==> config.mk <==
export PLATFORM = sky130hd
export DESIGN_NAME = iest_status_tree
export DESIGN_NICKNAME = d
export VERILOG_FILES = /design/src/core/iest_pkg.sv /design/src/core/iest_status_tree.sv
export SDC_FILE = /design/constraint.sdc
export NUM_CORES = 1
export LEC_CHECK = 0
export BUFFER_PORTS_ARGS = -buffer_cell sky130_fd_sc_hd__buf_4
export CAP_MARGIN = 20
export CELL_PAD_IN_SITES_DETAIL_PLACEMENT = 1
export CELL_PAD_IN_SITES_GLOBAL_PLACEMENT = 1
export CORE_ASPECT_RATIO = 1.2
export CORE_MARGIN = 2
export CORE_UTILIZATION = 40
export DETAILED_ROUTE_END_ITERATION = 10
export GPL_TIMING_DRIVEN = 1
export PLACE_DENSITY = 0.7
export SLEW_MARGIN = 40
export SYNTH_ARGS = -nofsm -noshare
export SYNTH_HDL_FRONTEND = slang
export SYNTH_SLANG_ARGS = --single-unit
==> constraint.sdc <==
create_clock -name clk_i -period 2.9 [get_ports clk_i]
set_input_delay 0.435 -clock clk_i [delete_from_list [all_inputs] [get_ports clk_i]]
set_output_delay 0.435 -clock clk_i [all_outputs]
set_load 0.01 [all_outputs]
==> src/core/iest_pkg.sv <==
// Constants, field layouts and carrier types of the instrument event status tree.
`default_nettype none

package iest_pkg;

    // ------------------------------------------------------------------
    // Widths and counts
    // ------------------------------------------------------------------
    localparam int REG_W   = 16;
    localparam int GEN_W   = 8;
    localparam int NUM_CH  = 2;
    localparam int NUM_STG = 8;
    localparam int ADR_W   = 7;
    localparam int STG_W   = 3;
    localparam int FLD_W   = 3;

    // ------------------------------------------------------------------
    // Query address map
    // ------------------------------------------------------------------
    localparam logic [ADR_W-1:0] ADR_GEN_FLAGS = 7'h00;
    localparam logic [ADR_W-1:0] ADR_GEN_MASK  = 7'h01;
    localparam logic [ADR_W-1:0] ADR_RDY_FLAGS = 7'h02;
    localparam logic [ADR_W-1:0] ADR_RDY_MASK  = 7'h03;
    localparam logic [ADR_W-1:0] ADR_STATUS    = 7'h04;
    localparam int               ADR_STG_BIT   = 6;
    localparam int               ADR_STG_LSB   = 3;

    // Field codes inside one hierarchy stage.
    localparam logic [FLD_W-1:0] FLD_COND = 3'h0;
    localparam logic [FLD_W-1:0] FLD_PTR  = 3'h1;
    localparam logic [FLD_W-1:0] FLD_NTR  = 3'h2;
    localparam logic [FLD_W-1:0] FLD_EVT  = 3'h3;
    localparam logic [FLD_W-1:0] FLD_ENA  = 3'h4;

    // Stage indices: channel summaries, instrument level and top level.
    localparam int STG_OP_CH1   = 0;
    localparam int STG_OP_INSTR = 2;
    localparam int STG_OP_TOP   = 3;
    localparam int STG_QU_CH1   = 4;
    localparam int STG_QU_INSTR = 6;
    localparam int STG_QU_TOP   = 7;

    // ------------------------------------------------------------------
    // Bit positions
    // ------------------------------------------------------------------
    localparam int GEN_PWR  = 7;
    localparam int GEN_URQ  = 6;
    localparam int GEN_CMD  = 5;
    localparam int GEN_EXE  = 4;
    localparam int GEN_DEV  = 3;
    localparam int GEN_PROT = 2;
    localparam int GEN_CTRL = 1;
    localparam int GEN_OPC  = 0;

    localparam int RDY_STABLE   = 0;
    localparam int RDY_UNSTABLE = 1;
    localparam int RDY_MEAS     = 2;
    localparam int RDY_OVR      = 3;
    localparam int RDY_STRIDE   = 4;

    localparam int OP_RANGE_BIT    = 2;
    localparam int OP_MEAS_BIT     = 4;
    localparam int QU_UNSTABLE_BIT = 9;
    localparam int QU_BAD_DATA_BIT = 14;
    localparam int TOP_SUM_BIT     = 13;

    localparam int SB_OPER  = 7;
    localparam int SB_GEN   = 5;
    localparam int SB_QUES  = 3;
    localparam int SB_READY = 0;

    // ------------------------------------------------------------------
    // Reset values and defined-bit masks
    // ------------------------------------------------------------------
    localparam logic [GEN_W-1:0] GEN_FLAGS_RST = 8'h80;
    localparam logic [REG_W-1:0] PTR_RST       = 16'hffff;
    localparam logic [REG_W-1:0] NTR_RST       = 16'h0000;
    localparam logic [REG_W-1:0] MASK_OP_CH    = 16'h0014;
    localparam logic [REG_W-1:0] MASK_QU_CH    = 16'h4200;
    localparam logic [REG_W-1:0] MASK_INSTR    = 16'h0003;
    localparam logic [REG_W-1:0] MASK_TOP      = 16'h2000;
    localparam logic [REG_W-1:0] STG_MASK [NUM_STG] = '{
        MASK_OP_CH, MASK_OP_CH, MASK_INSTR, MASK_TOP,
        MASK_QU_CH, MASK_QU_CH, MASK_INSTR, MASK_TOP};

    // ------------------------------------------------------------------
    // Carrier types
    // ------------------------------------------------------------------
    typedef struct packed {
        logic             rd;
        logic             wr;
        logic [ADR_W-1:0] addr;
        logic [REG_W-1:0] wdata;
    } iest_cmd_t;

    typedef struct packed {
        logic user_local;
        logic cmd_err;
        logic exe_err;
        logic dev_err;
        logic prot_err;
        logic op_done;
    } iest_gen_ev_t;

    typedef struct packed {
        logic meas_done;
        logic overrange;
        logic in_limit;
        logic range_change;
        logic remote_meas;
        logic bad_data;
    } iest_chan_t;

endpackage : iest_pkg

`default_nettype wire

==> src/core/iest_status_tree.sv <==
// Event and status reporting tree: general events, transducer ready flags, operation and questionable hierarchy.
`default_nettype none

// Operation
// RQ1 - Eight-bit general event register with power, local, error, control and complete bits.
// RQ2 - General event bits masked by host enable and ORed into a summary.
// RQ3 - Power-cycled flag set by power-up, held until read or cleared.
// RQ4 - User-local flag set when a key press forces local operation.
// RQ5 - Command error flag set on a faulty received command.
// RQ6 - Execution error flag set when a message cannot be carried out.
// RQ7 - Device error flag set on an internal fault such as a timeout.
// RQ8 - Protocol error flag set on a new message with a reply unread.
// RQ9 - Control request flag is never set and reads as zero.
// RQ10 - Operation complete flag set when all requested functions finish.
// RQ11 - Eight-bit ready register of two channels, masked and ORed into summary.
// RQ12 - Measure-done flag set on every finished measurement of that channel.
// RQ13 - Unstable flag set when a reading leaves its stability limit.
// RQ14 - Stable flag set when a reading enters its stability limit.
// RQ15 - Overrange flag set when pressure exceeds the selected range maximum.
// RQ16 - Operation bit 13 set when instrument event bit 0 or 1 set; the code sets it only when one of them is also enabled.
// RQ17 - Instrument bit per channel set by any enabled channel summary event.
// RQ18 - Enabled operation bit 13 forms the operation summary, status bit 7.
// RQ19 - Operation channel condition: bit 2 range change, bit 4 remote measurement.
// RQ20 - Every level: conditions, rising and falling filters, latched events, enable.
// RQ21 - Enabled questionable bit 13 forms the questionable summary, status bit 3.
// RQ22 - Questionable channel condition: bit 9 unstable, bit 14 unusable data.
// RQ23 - General event summary sits at status bit 5.
// RQ24 - Ready summary sits at status bit 0.
// RQ25 - Event registers clear on read; condition and enable registers keep contents.
// RQ26 - Undefined condition, event and summary bits read as zero.

module iest_status_tree
    import iest_pkg::*;
(
    input  wire logic                      clk_i,
    input  wire logic                      rst_n_i,
    input  wire iest_cmd_t                 cmd_i,
    input  wire logic                      clear_all_i,
    input  wire iest_gen_ev_t              gen_ev_i,
    input  wire iest_chan_t [NUM_CH-1:0]   chan_i,
    output logic                [REG_W-1:0] rdata_o,
    output logic                           rvalid_o,
    output logic                [GEN_W-1:0] status_bits_o
);
    timeunit 1ns;
    timeprecision 1ps;

    // ------------------------------------------------------------------
    // Query decode
    // ------------------------------------------------------------------
    // One address bit selects the stage registers; below it sit the flat 8-bit registers.
    wire logic             stg_hit = cmd_i.addr[ADR_STG_BIT];
    wire logic [STG_W-1:0] stg_sel = cmd_i.addr[ADR_STG_LSB +: STG_W];
    wire logic [FLD_W-1:0] fld_sel = cmd_i.addr[FLD_W-1:0];
    wire logic             rd_gen  = cmd_i.rd && (cmd_i.addr == ADR_GEN_FLAGS);
    wire logic             rd_rdy  = cmd_i.rd && (cmd_i.addr == ADR_RDY_FLAGS);
    wire logic             wr_gmsk = cmd_i.wr && (cmd_i.addr == ADR_GEN_MASK);
    wire logic             wr_rmsk = cmd_i.wr && (cmd_i.addr == ADR_RDY_MASK);
    wire logic             clr_gen = rd_gen || clear_all_i;
    wire logic             clr_rdy = rd_rdy || clear_all_i;

    // ------------------------------------------------------------------
    // General event register
    // ------------------------------------------------------------------
    logic [GEN_W-1:0] gen_q;
    logic [GEN_W-1:0] gen_d;
    logic [GEN_W-1:0] gen_set;
    logic [GEN_W-1:0] gen_mask_q;

    always_comb begin
        gen_set           = '0;
        gen_set[GEN_URQ]  = gen_ev_i.user_local;                   // [RQ4]
        gen_set[GEN_CMD]  = gen_ev_i.cmd_err;                      // [RQ5]
        gen_set[GEN_EXE]  = gen_ev_i.exe_err;                      // [RQ6]
        gen_set[GEN_DEV]  = gen_ev_i.dev_err;                      // [RQ7]
        gen_set[GEN_PROT] = gen_ev_i.prot_err;                     // [RQ8]
        gen_set[GEN_CTRL] = 1'b0;                                  // [RQ9]
        gen_set[GEN_OPC]  = gen_ev_i.op_done;                      // [RQ10]
    end

    // A flag raised in the cycle of its clearing read survives.
    assign gen_d = (gen_q & ~{GEN_W{clr_gen}}) | gen_set;        // [RQ1] [RQ25]

    // The power-cycled flag is raised only by reset.
    always_ff @(posedge clk_i or negedge rst_n_i) begin
        if (!rst_n_i) begin
            gen_q <= GEN_FLAGS_RST;                                // [RQ3]
        end else begin
            gen_q <= gen_d;
        end
    end

    always_ff @(posedge clk_i or negedge rst_n_i) begin
        if (!rst_n_i) begin
            gen_mask_q <= '0;
        end else if (wr_gmsk) begin
            gen_mask_q <= cmd_i.wdata[GEN_W-1:0];
        end
    end

    wire logic gen_summary = |(gen_q & gen_mask_q);               // [RQ2]

    // ------------------------------------------------------------------
    // Transducer ready register
    // ------------------------------------------------------------------
    logic [GEN_W-1:0]  rdy_q;
    logic [GEN_W-1:0]  rdy_set;
    logic [GEN_W-1:0]  rdy_mask_q;

    // Each channel remembers its last in-limit level to see the limit being crossed.
    for (genvar c = 0; c < NUM_CH; c++) begin : g_chan
        logic limit_prev_q;

        // The level starts low, so a reading inside its limit after reset counts as entering it.
        always_ff @(posedge clk_i or negedge rst_n_i) begin
            if (!rst_n_i) begin
                limit_prev_q <= 1'b0;
            end else begin
                limit_prev_q <= chan_i[c].in_limit;
            end
        end

        assign rdy_set[c*RDY_STRIDE+RDY_STABLE]   = chan_i[c].in_limit & ~limit_prev_q;  // [RQ14]
        assign rdy_set[c*RDY_STRIDE+RDY_UNSTABLE] = ~chan_i[c].in_limit & limit_prev_q;  // [RQ13]
        assign rdy_set[c*RDY_STRIDE+RDY_MEAS]     = chan_i[c].meas_done;                 // [RQ12]
        assign rdy_set[c*RDY_STRIDE+RDY_OVR]      = chan_i[c].overrange;                 // [RQ15]
    end

    always_ff @(posedge clk_i or negedge rst_n_i) begin
        if (!rst_n_i) begin
            rdy_q <= '0;
        end else begin
            rdy_q <= (rdy_q & ~{GEN_W{clr_rdy}}) | rdy_set;        // [RQ11] [RQ25]
        end
    end

    always_ff @(posedge clk_i or negedge rst_n_i) begin
        if (!rst_n_i) begin
            rdy_mask_q <= '0;
        end else if (wr_rmsk) begin
            rdy_mask_q <= cmd_i.wdata[GEN_W-1:0];
        end
    end

    wire logic rdy_summary = |(rdy_q & rdy_mask_q);               // [RQ11]

    // ------------------------------------------------------------------
    // Operation and questionable hierarchy
    // ------------------------------------------------------------------
    logic [REG_W-1:0]   cond_w    [NUM_STG];
    logic [REG_W-1:0]   cond_m    [NUM_STG];
    logic [REG_W-1:0]   prev_q    [NUM_STG];
    logic [REG_W-1:0]   ptr_q     [NUM_STG];
    logic [REG_W-1:0]   ntr_q     [NUM_STG];
    logic [REG_W-1:0]   evt_q     [NUM_STG];
    logic [REG_W-1:0]   ena_q     [NUM_STG];
    logic [NUM_STG-1:0] stg_sum;

    // Channel conditions feed the lowest level; each level's summary feeds the next.
    always_comb begin
        for (int s = 0; s < NUM_STG; s++) begin
            cond_w[s] = '0;
        end
        for (int c = 0; c < NUM_CH; c++) begin
            cond_w[STG_OP_CH1+c][OP_RANGE_BIT]    = chan_i[c].range_change;  // [RQ19]
            cond_w[STG_OP_CH1+c][OP_MEAS_BIT]     = chan_i[c].remote_meas;   // [RQ19]
            cond_w[STG_QU_CH1+c][QU_UNSTABLE_BIT] = ~chan_i[c].in_limit;     // [RQ22]
            cond_w[STG_QU_CH1+c][QU_BAD_DATA_BIT] = chan_i[c].bad_data;      // [RQ22]
            cond_w[STG_OP_INSTR][c]               = stg_sum[STG_OP_CH1+c];   // [RQ17]
            cond_w[STG_QU_INSTR][c]               = stg_sum[STG_QU_CH1+c];   // [RQ17]
        end
        cond_w[STG_OP_TOP][TOP_SUM_BIT] = stg_sum[STG_OP_INSTR];             // [RQ16]
        cond_w[STG_QU_TOP][TOP_SUM_BIT] = stg_sum[STG_QU_INSTR];             // [RQ16]
    end

    for (genvar s = 0; s < NUM_STG; s++) begin : g_stage
        wire logic             hit     = stg_hit && (stg_sel == STG_W'(s));
        wire logic             wr_ptr  = cmd_i.wr && hit && (fld_sel == FLD_PTR);
        wire logic             wr_ntr  = cmd_i.wr && hit && (fld_sel == FLD_NTR);
        wire logic             wr_ena  = cmd_i.wr && hit && (fld_sel == FLD_ENA);
        wire logic             rd_evt  = cmd_i.rd && hit && (fld_sel == FLD_EVT);
        wire logic [REG_W-1:0] rise    = cond_m[s] & ~prev_q[s] & ptr_q[s];
        wire logic [REG_W-1:0] fall    = ~cond_m[s] & prev_q[s] & ntr_q[s];
        wire logic [REG_W-1:0] evt_clr = {REG_W{rd_evt || clear_all_i}};

        // Undefined bits are cut here, so they reach no event, no summary and no reply.
        assign cond_m[s]  = cond_w[s] & STG_MASK[s];                        // [RQ26]
        assign stg_sum[s] = |(evt_q[s] & ena_q[s]);                         // [RQ20]

        // A new edge in the cycle of a clearing read or a clear-all is kept.
        always_ff @(posedge clk_i or negedge rst_n_i) begin
            if (!rst_n_i) begin
                prev_q[s] <= '0;
                evt_q[s]  <= '0;
            end else begin
                prev_q[s] <= cond_m[s];
                evt_q[s]  <= (evt_q[s] & ~evt_clr) | rise | fall;          // [RQ20] [RQ25]
            end
        end

        // Out of reset the filters pass every rising edge and no falling one.
        always_ff @(posedge clk_i or negedge rst_n_i) begin
            if (!rst_n_i) begin
                ptr_q[s] <= PTR_RST & STG_MASK[s];
                ntr_q[s] <= NTR_RST;
            end else begin
                if (wr_ptr) begin
                    ptr_q[s] <= cmd_i.wdata & STG_MASK[s];                 // [RQ26]
                end
                if (wr_ntr) begin
                    ntr_q[s] <= cmd_i.wdata & STG_MASK[s];
                end
            end
        end

        always_ff @(posedge clk_i or negedge rst_n_i) begin
            if (!rst_n_i) begin
                ena_q[s] <= '0;
            end else if (wr_ena) begin
                ena_q[s] <= cmd_i.wdata & STG_MASK[s];
            end
        end
    end

    // Only the summary bit of each top stage leaves the hierarchy.
    wire logic oper_summary = stg_sum[STG_OP_TOP];                // [RQ18]
    wire logic ques_summary = stg_sum[STG_QU_TOP];                // [RQ21]

    // ------------------------------------------------------------------
    // Status bits
    // ------------------------------------------------------------------
    logic [GEN_W-1:0] status_d;

    // Summaries are registered once more, so a status read sees a settled byte.
    always_comb begin
        status_d           = '0;
        status_d[SB_OPER]  = oper_summary;                         // [RQ18]
        status_d[SB_GEN]   = gen_summary;                          // [RQ23]
        status_d[SB_QUES]  = ques_summary;                         // [RQ21]
        status_d[SB_READY] = rdy_summary;                          // [RQ24]
    end

    // ------------------------------------------------------------------
    // Query reply
    // ------------------------------------------------------------------
    logic [REG_W-1:0] rdata_d;
    logic [REG_W-1:0] stg_rd;
    logic [REG_W-1:0] rdata_q;
    logic             rvalid_q;
    logic [GEN_W-1:0] status_q;

    always_comb begin
        case (fld_sel)
            FLD_COND: stg_rd = cond_m[stg_sel];
            FLD_PTR:  stg_rd = ptr_q[stg_sel];
            FLD_NTR:  stg_rd = ntr_q[stg_sel];
            FLD_EVT:  stg_rd = evt_q[stg_sel];
            FLD_ENA:  stg_rd = ena_q[stg_sel];
            default:  stg_rd = '0;
        endcase
    end

    // Unmapped addresses answer zero.
    always_comb begin
        rdata_d = '0;
        if (stg_hit) begin
            rdata_d = stg_rd;
        end else begin
            case (cmd_i.addr)
                ADR_GEN_FLAGS: rdata_d = {{(REG_W-GEN_W){1'b0}}, gen_q};
                ADR_GEN_MASK:  rdata_d = {{(REG_W-GEN_W){1'b0}}, gen_mask_q};
                ADR_RDY_FLAGS: rdata_d = {{(REG_W-GEN_W){1'b0}}, rdy_q};
                ADR_RDY_MASK:  rdata_d = {{(REG_W-GEN_W){1'b0}}, rdy_mask_q};
                ADR_STATUS:    rdata_d = {{(REG_W-GEN_W){1'b0}}, status_q};
                default:       rdata_d = '0;
            endcase
        end
    end

    // The reply register holds its value until the next read.
    always_ff @(posedge clk_i or negedge rst_n_i) begin
        if (!rst_n_i) begin
            rdata_q <= '0;
        end else if (cmd_i.rd) begin
            rdata_q <= rdata_d;
        end
    end

    always_ff @(posedge clk_i or negedge rst_n_i) begin
        if (!rst_n_i) begin
            rvalid_q <= 1'b0;
            status_q <= '0;
        end else begin
            rvalid_q <= cmd_i.rd;
            status_q <= status_d;
        end
    end

    assign rdata_o       = rdata_q;
    assign rvalid_o      = rvalid_q;
    assign status_bits_o = status_q;

endmodule : iest_status_tree

`default_nettype wire

Yosys cells after proc, flatten, opt, wreduce, memory -nomap -nowiden
Index checks and enable logic that the tools add are counted.
{ "word_totals": {"reg_bits": 239, "in_bits": 46, "output_inout_bits": 25, "wordCells": 271} }
{ "op_classes": {"n_lt_le_gt_ge": 1, "n_eq_ne": 15, "mux": 18, "n_bitwise": 105, "reduce_logical": 83} }
{ "op_table": {"columns": ["op", "count"], "rows": [
  ["16-bit bitwise OR", 16],
  ["16-bit binary-select mux with 3-bit select", 5],
  ["16-bit 2-to-1 mux", 11],
  ["16-bit by 14-bit AND with 16-bit output", 8],
  ["16-bit by 15-bit AND with 16-bit output", 8],
  ["16-bit AND", 8],
  ["16-bit by 2-bit AND with 16-bit output", 8],
  ["16-bit by 5-bit AND with 16-bit output", 8],
  ["16-bit inverter", 8],
  ["16-bit OR reduction", 8],
  ["16-bit one-hot mux with 5 select lines", 1],
  ["14-bit inverter with 16-bit output", 4],
  ["15-bit inverter with 16-bit output", 4],
  ["2-bit inverter with 16-bit output", 4],
  ["5-bit inverter with 16-bit output", 4],
  ["1-bit logical AND", 60],
  ["8-bit one-hot mux with 5 select lines", 1],
  ["14-bit by 16-bit AND with 16-bit output", 2],
  ["15-bit by 16-bit AND with 16-bit output", 2],
  ["2-bit by 16-bit AND with 16-bit output", 2],
  ["5-bit by 16-bit AND with 16-bit output", 2],
  ["8-bit AND", 4],
  ["8-bit inverter", 2],
  ["8-bit OR reduction", 2],
  ["other kinds (15)", 40]
]} }

Depth between registers and ports, before layout
Gate-level depths: netlist of the first run.
{ "logic_depth": {"ltp_word": 9, "mapped_depth": 7, "mapped_depth_nobuf": 4} }

Worst setup path after synthesis of the first run
OpenSTA, ideal clock, no wires.
{ "synth_timing": {"path_type": "input -> register", "start": "input port cmd_i[18] (netlist bit)", "end": "register rdata_q[5] (netlist: rdata_o[5])", "setup_time_ns": 0.126, "t_arrival_ns": 1.645, "required_ns": 2.774, "setup_slack_ns": 1.129, "path_stages": 6, "n_path_buf": 2, "path_cell_list": "buf_4 clkbuf_1 mux2i_1 o2bb2ai_1 a221o_1 a221o_1"} }
{ "synth_via": {"elab_chain_cells": 3, "word_cells_on_any_way": 13, "cone_classes": "eq/ne: 8; mux: 3; reduce/logical: 2"} }
{ "synth_rtl": {"columns": ["element", "line_no", "text"], "rows": [
  ["start, declared", "iest_status_tree.sv:37", "input wire iest_cmd_t cmd_i,"],
  ["7-bit by 3-bit == test with 1-bit output (tied with other cells)", "iest_status_tree.sv:269", "case (cmd_i.addr)"],
  ["8-bit one-hot mux with 5 select lines / 16-bit one-hot mux with 5 select lines (equally long branches)", "iest_status_tree.sv:269, iest_status_tree.sv:253", null],
  ["16-bit 2-to-1 mux *", "iest_status_tree.sv:266", "if (stg_hit) begin"],
  ["end signal, assigned", "iest_status_tree.sv:285", "rdata_q <= rdata_d;"],
  ["end, declared", "iest_status_tree.sv:248", "logic [REG_W-1:0] rdata_q;"]
]} }
Every way passes the cells marked *; elsewhere a longest branch is shown, timed or not.
A chain may end at the register's enable or synchronous reset.

Final worst setup path of the first run
{ "layout_timing": {"start": "input port cmd_i[17] (netlist bit)", "end": "register evt_q[13] (netlist bit)"} }
{ "layout_via": {"elab_chain_cells": 7} }
{ "layout_rtl": {"columns": ["element", "line_no", "text"], "rows": [
  ["3-bit by 2-bit == test with 1-bit output", "iest_status_tree.sv:181", "wire logic rd_evt = cmd_i.rd && hit && (fld_sel == FLD_EVT);"],
  ["1-bit logical AND", "iest_status_tree.sv:181", null],
  ["1-bit logical OR", "iest_status_tree.sv:184", "wire logic [REG_W-1:0] evt_clr = {REG_W{rd_evt || clear_all_i}};"],
  ["16-bit inverter", "iest_status_tree.sv:197", "evt_q[s] <= (evt_q[s] & ~evt_clr) | rise | fall;"],
  ["16-bit AND", "iest_status_tree.sv:197", null],
  ["16-bit bitwise OR (2 in series)", "iest_status_tree.sv:197", null],
  ["end signal, assigned by index", "iest_status_tree.sv:197", null],
  ["end, declared", "iest_status_tree.sv:155", "logic [REG_W-1:0] evt_q [NUM_STG];"]
]} }
Every way passes these cells.

==> metrics, run 1 <==
Clock Path Buffers 3; final hold violation count 0; CTS buffer count 26; Worst R2R End rdata_o[0]$_DFFE_PN0P_; startpoint types input port; Syn Area/Cell between 10 and 15 um^2; clk sink count 239; Synth warnings 0; CP required 3.31 ns; post-synth top area share between 50% and 60%; H-tree levels 1; full die area 27490 um^2; Routed WL per cell 23.18 um; HP Class in2reg; hold path depth 1; Area growth, synth to finish 17.26%; skew final 0.01437 ns; Final ANT Viol Nets 0; R2R Setup Slk 1.16 ns; CP Capture Type register; DRT iter0 DRCs around 260; GRT Residual Overflow 0; leading register cell type out of synthesis dfrtp_1; initial antenna violation count 0; number of placement rows 64; post-route cell area roughly 12000 um^2; launch point of the worst hold path chan_i[6]; Slowest cell on crit path and3b_1; core area 25620 um^2; Pwr Density 631.8 nW/um^2; largest net degree at the start of global routing 77; Tmin final 1.833 ns; first-pass GRT wire length 44.48 mm; gate count after technology mapping 793; CP cell instances buf_4 -> and3b_1 -> and2_4 -> a41oi_4 -> a211o_1; Crit path arrival time between 2 and 2.5 ns; Die X 151.7 um; Hold Path Sink prev_q[46]$_DFF_PN0_; clock-pin slew of the registers on the worst-case setup and hold paths ~0.060 ns; Starting Density about two fifths; mapped cell area 10470 um^2; worst skew pair latency 0.53 ns; placed cells 1167; final setup fails 0; Leak Pwr 5.760 nW; Peak VDD IR around 0.42 mV; CTS root buf clkbuf_16; # diodes 0; worst-path fanout max 21; Combinational Power Share under 10%; I/O Buffers 61; fmax 545.5 MHz; Slew @ Worst Pin 0.7214 ns; #FFs+latches synth 239; # nets final a little over 900; Sw Share 22.99%; Sw Pwr about 1.8 mW; Async S/R FF share, synth between 90% and 100%; clock power share 46.7%; GP Congestion roughly 0.8; vias after detailed routing 6699; I/O pins 71; Die H between 150 and 200 um; slowest stage delay, CP roughly 0.52 ns; Pins Over Slew Limit 0; Reg2Reg Launch Point evt_q[62]$_DFF_PN0_; share of cells above drive strength 1 27.09%; top-count cell post-synth dfrtp_1; sequential share of the synthesized area a little under three fifths; DRC Markers 0; Commonest cells post-synth dfrtp_1 (224), and2_1 (122), mux2_2 (58); Routed WL about 28 mm; Sequential Power Share 45.9%; Post-DP HPWL ~19 mm; unrepaired setup endpoints after global routing no; non-filler cells in the finished layout 1216; post_cts resized 0; Cell Int Power 5.973 mW; setup_tns 0 ns; synth top area cells dfrtp_1 (54%), and2_1 (7.3%), mux4_2 (6.5%); Synth cell types 53; R2R depth 4; drt pass-1 iters 4; vias per std cell 5.509; vias in the first global route 7428; Power, Total about 7.8 mW; Setup CP Type in2reg; max_slew headroom approximately 52%; cell accounting for the most synthesized area dfrtp_1; TritonCTS clock tree yes; status complete, no violations; # fillers 2611; Tcrit/Tclk final a little over three fifths; Max-cap violations 0; gr usage total 21.19%; DP Area 11320 um^2; Post-synth EDFFs 0
-- flip-flops by register name, indices dropped and copies added (netlist names) --
name                 cells
evt_q                  128
rdata_o                 16
ena_q                   14
ntr_q                   14
prev_q                  14
ptr_q                   14
gen_mask_q               8
gen_q                    8
rdy_mask_q               8
rdy_q                    8
status_bits_o            4
g_chan.limit_prev_q      2
rvalid_o                 1
-- cells by family (layout without fill, tap and decap cells) --
logic type / after synthesis / in the layout / synth area share [%]
and+or+nand+nor: 247 / 247 / 13.17
DFF: 239 / 239 / 57.31
muxes: 144 / 144 / 18.08
AOI/OAI and AO/OA: 103 / 103 / 8.462
buffers and inverters: 59 / 149 / 2.940
other: 1 / 4 / 0.03582
-- metrics by stage --
stage	hold slack [ns]	setup slack (ns)	util, %
after floorplan	0.1394	1.129	-
after global placement	0.4335	0.5337	44.18
after detailed placement	0.4494	0.5318	44.18
after CTS	0.02470	1.071	47.89
after global routing	0.02745	0.9727	47.91
final	0.04091	1.067	47.91
-- worst max-delay path: cells and delay by family --
kind | cells | cell delay (ns)
AND/OR/NAND/NOR | 2 | 0.83
AO/OA/AOI/OAI | 2 | 0.74
buffers and inverters | 1 | 0.22
-- metal layers --
layer	vias to the layer above	track usage [%]	routed length [um]
li1	2988	-	-
met1	3548	29.05	12530
met2	122	35.48	13800
met3	41	2.551	1123
met4	0	5.889	728
met5	-	0	0
-- cells in the final DEF, fill, tap and decap left out, types with 4 or more instances in the layout --
master and n:
nor2b_1 4, o22ai_1 13, clkbuf_1 7, a221o_1 6, bufinv_16 5, o311ai_0 4
nand2_1 36, mux2i_1 53, and3_1 5, dfstp_2 15, nand3_1 15, mux2_2 58
o221ai_1 4, a41oi_2 6, nand4_1 5, a21o_1 10, a22oi_1 17, nand3b_1 8
o2bb2ai_1 7, conb_1 4, nor2_1 35, buf_4 80, inv_1 15, and2_1 122
clkinv_2 4, mux4_2 30, o211ai_1 7, dfrtp_1 224, clkbuf_16 27, clkbuf_8 5
-- layout make-up --
type	instances	area, um^2	area share, %
Sequential cell	239	6000	48.87
Multi-Input combinational cell	498	4177	34.02
Clock buffer	39	770.7	6.279
Timing Repair Buffer	85	685.7	5.586
Tap cell	330	412.9	3.364
Clock inverter	9	170.2	1.386
Inverter	16	60.06	0.4892
-- power by group through the flow --
stage          clock network (mW)  registers (mW)  logic (mW)
2_1_floorplan                   0            3.58       0.316
3_3_place_gp                    0            3.61       0.568
3_5_place_dp                    0            3.62       0.579
4_1_cts                      3.70            3.56       0.584
5_1_grt                      3.83            3.57       0.631
6_report                     3.62            3.56       0.574
-- worst max path at each step --
stage / start / endpoint / slack (ns) / cells past startpoint
finish: cmd_i[17] / evt_q[13]$_DFF_PN0_ / 1.07 / 5
global route: cmd_i[16] / evt_q[13]$_DFF_PN0_ / 0.97 / 5
CTS: cmd_i[17] / evt_q[13]$_DFF_PN0_ / 1.07 / 5
detailed placement: cmd_i[17] / evt_q[13]$_DFF_PN0_ / 0.53 / 5
global placement: cmd_i[17] / evt_q[13]$_DFF_PN0_ / 0.53 / 5
floorplan: cmd_i[18] / rdata_o[5]$_DFFE_PN0P_ / 1.13 / 6
-- what timing repair did --
item | CTS | global route
buffers inserted | 0 | 0
hold buffers | 1 | 0
endpoints found under the hold margin | 67 | 0
(Power assumes the default switching activity.)
==> run 2: changes to the inputs <==
Settings changed: PLACE_DENSITY 0.7 to 0.72.
Clock period 2.9 ns to 1.63 ns, I/O delays scaled along.
==> metrics, run 2 (synthesis results as in run 1) <==
status complete, no violations; share of cells above drive strength 1 31.15% (+4.1 points); commonest non-fill, non-tap cell in the layout dfrtp_1; max_slew headroom 59.71% (+7.9 points); TritonCTS clock tree yes; CP Capture Type register; Power, Total 13.47 mW (+74%); initial antenna violation count 0 (unchanged); gr usage total 22.61% (+1.4 points); worst-path fanout max 4 (-81%); Setup CP Type reg2reg; CP cell instances a22oi_2 -> buf_4 -> a211oi_1 -> o311ai_1 -> nand3_1; Post-DP HPWL 20.86 mm (+11%); Routed WL per cell 22.97 um (-0.91%); final core occ 51.28% (+3.4 points); slowest stage delay, CP 0.44 ns (-0.08 ns); unrepaired setup endpoints after global routing no; Area growth, synth to finish 25.53%; worst skew pair latency 0.54 ns (about the same); startpoint types register; Tmin final 1.558 ns; final setup fails 0 (unchanged); vias in the first global route 8088 (+8.9%); largest net degree at the start of global routing 57 (-26%); Routed WL 30.06 mm (+6.7%); Pins Over Slew Limit 0 (unchanged); Final ANT Viol Nets 0 (unchanged); final hold violation count 0 (unchanged); Leak Pwr 6.231 nW (+8.2%); vias after detailed routing 7183 (+7.2%); # diodes 0 (unchanged); drt pass-1 iters 4 (unchanged); non-filler cells in the finished layout 1309 (+7.6%); CTS buffer count 26 (unchanged); number of placement rows 64 (unchanged); DRT iter0 DRCs 227 (-14%); first-pass GRT wire length 47.44 mm (+6.7%); DP Area 12030 um^2 (+6.2%); I/O Buffers 61 (unchanged); Hold Slack 0.02152 ns (-0.01939 ns); DRC Markers 0 (unchanged); GP Congestion 0.8508 (+6.5%); Peak VDD IR 0.8805 mV (+110%); post-route cell area 13140 um^2 (+7.1%); DP Worst Slack -0.2012 ns (-0.7330 ns); placed cells 1236 (+5.9%); Die X 151.7 um (unchanged); Pwr Density 1025 nW/um^2 (+62%); most frequent cells in the layout dfrtp_1 (224), buf_4 (134), and2_1 (122); Crit path arrival time 1.95 ns (-0.29 ns); Biggest register evt_q; core area 25620 um^2 (unchanged); # nets final 1007 (+10%); HP Class in2reg; Tcrit/Tclk final 95.60%; CP required 2.02 ns (-1.29 ns); full die area 27490 um^2 (unchanged); fmax about 640 MHz; vias per std cell 5.487 (-0.39%); clk sink count 239 (unchanged); clock-pin slew of the registers on the worst-case setup and hold paths 0.07 ns (about the same); Die H 181.2 um (unchanged); Slowest cell on crit path dfrtp_1; Clock Path Buffers 3 (unchanged); Slew @ Worst Pin 0.6028 ns (-0.1185 ns); Starting Density 40.85% (unchanged); Max-cap violations 0 (unchanged); skew final 0.02383 ns (+0.009458 ns); I/O pins 71 (unchanged); CTS root buf clkbuf_16; max reg flops 128 (unchanged); final worst setup slack 0.07171 ns (-0.9950 ns); GRT Residual Overflow 0 (unchanged); setup_tns 0 ns (unchanged); H-tree levels 1 (unchanged)
[run 2: changes by cell type in the layout (fill, tap and decap cells not counted), sizes merged]
cell         previous run  this run
dlygate4sd3             1        27
buf                    84       153
clkinv                  4         5
bufinv                  5         2
[run 2: final timing paths]
kind / end / cells after the start / slack, ns / startpoint
setup reg to reg: rdata_o[1]$_DFFE_PN0P_ / 5 / 0.07 / evt_q[46]$_DFF_PN0_
max in group asynchronous: evt_q[112]$_DFF_PN0_ / 3 / 0.69 / rst_n_i
hold reg to reg: rdy_q[4]$_DFF_PN0_ / 1 / 0.45 / g_chan[1].limit_prev_q$_DFF_PN0_
min in group asynchronous: gen_mask_q[6]$_DFFE_PN0P_ / 2 / 0.23 / rst_n_i
setup / recovery: rdata_o[1]$_DFFE_PN0P_ / 5 / 0.07 / evt_q[46]$_DFF_PN0_
hold / removal: rdata_o[0]$_DFFE_PN0P_ / 2 / 0.02 / cmd_i[24]
[run 2: cell type report]
| class | instances | area (um^2) |
|---|---|---|
| timing repair buffer | 180 | 1652 |
| sequential | 239 | 6000 |
| inverter | 16 | 60.06 |
| tap | 330 | 412.9 |
| fill | 2607 | 12480 |
| multi-input combinational | 498 | 4178 |
| clock inverter | 7 | 100.1 |
| clock buffer | 39 | 739.5 |
[run 2: repair_timing]
item                                   4_1_cts  5_1_grt
buffers inserted                             0        0
endpoints found under the hold margin       88        0
hold buffers                                27        0
setup endpoints to repair                    1        0
gates resized for setup                      2        0
[run 2: per-layer routing]
metal | share of wire (%) | vias to the layer above | track usage [%]
met1 | 41 | 3776 | 29.21
li1 | - | 3170 | -
met4 | 3.0 | 0 | 7.148
met3 | 4.8 | 65 | 2.803
met2 | 51 | 172 | 39.32
met5 | 0 | - | 0
[run 2: critical path: cells and delay by family (launching register included)]
family | cells | cell delay [ns]
buf+inv | 1 | 0.17
simple gates | 1 | 0.11
flops | 1 | 0.44
compound gates | 3 | 0.68
[run 2: power breakdown]
| part | internal (mW) | leakage, nW | switching, mW | total [mW] |
|---|---|---|---|---|
| registers | 6.16 | 3.20 | 0.190 | 6.35 |
| logic | 0.601 | 2.62 | 0.662 | 1.26 |
| clock network | 3.45 | 0.411 | 2.41 | 5.86 |
| total | 10.2 | 6.23 | 3.26 | 13.5 |
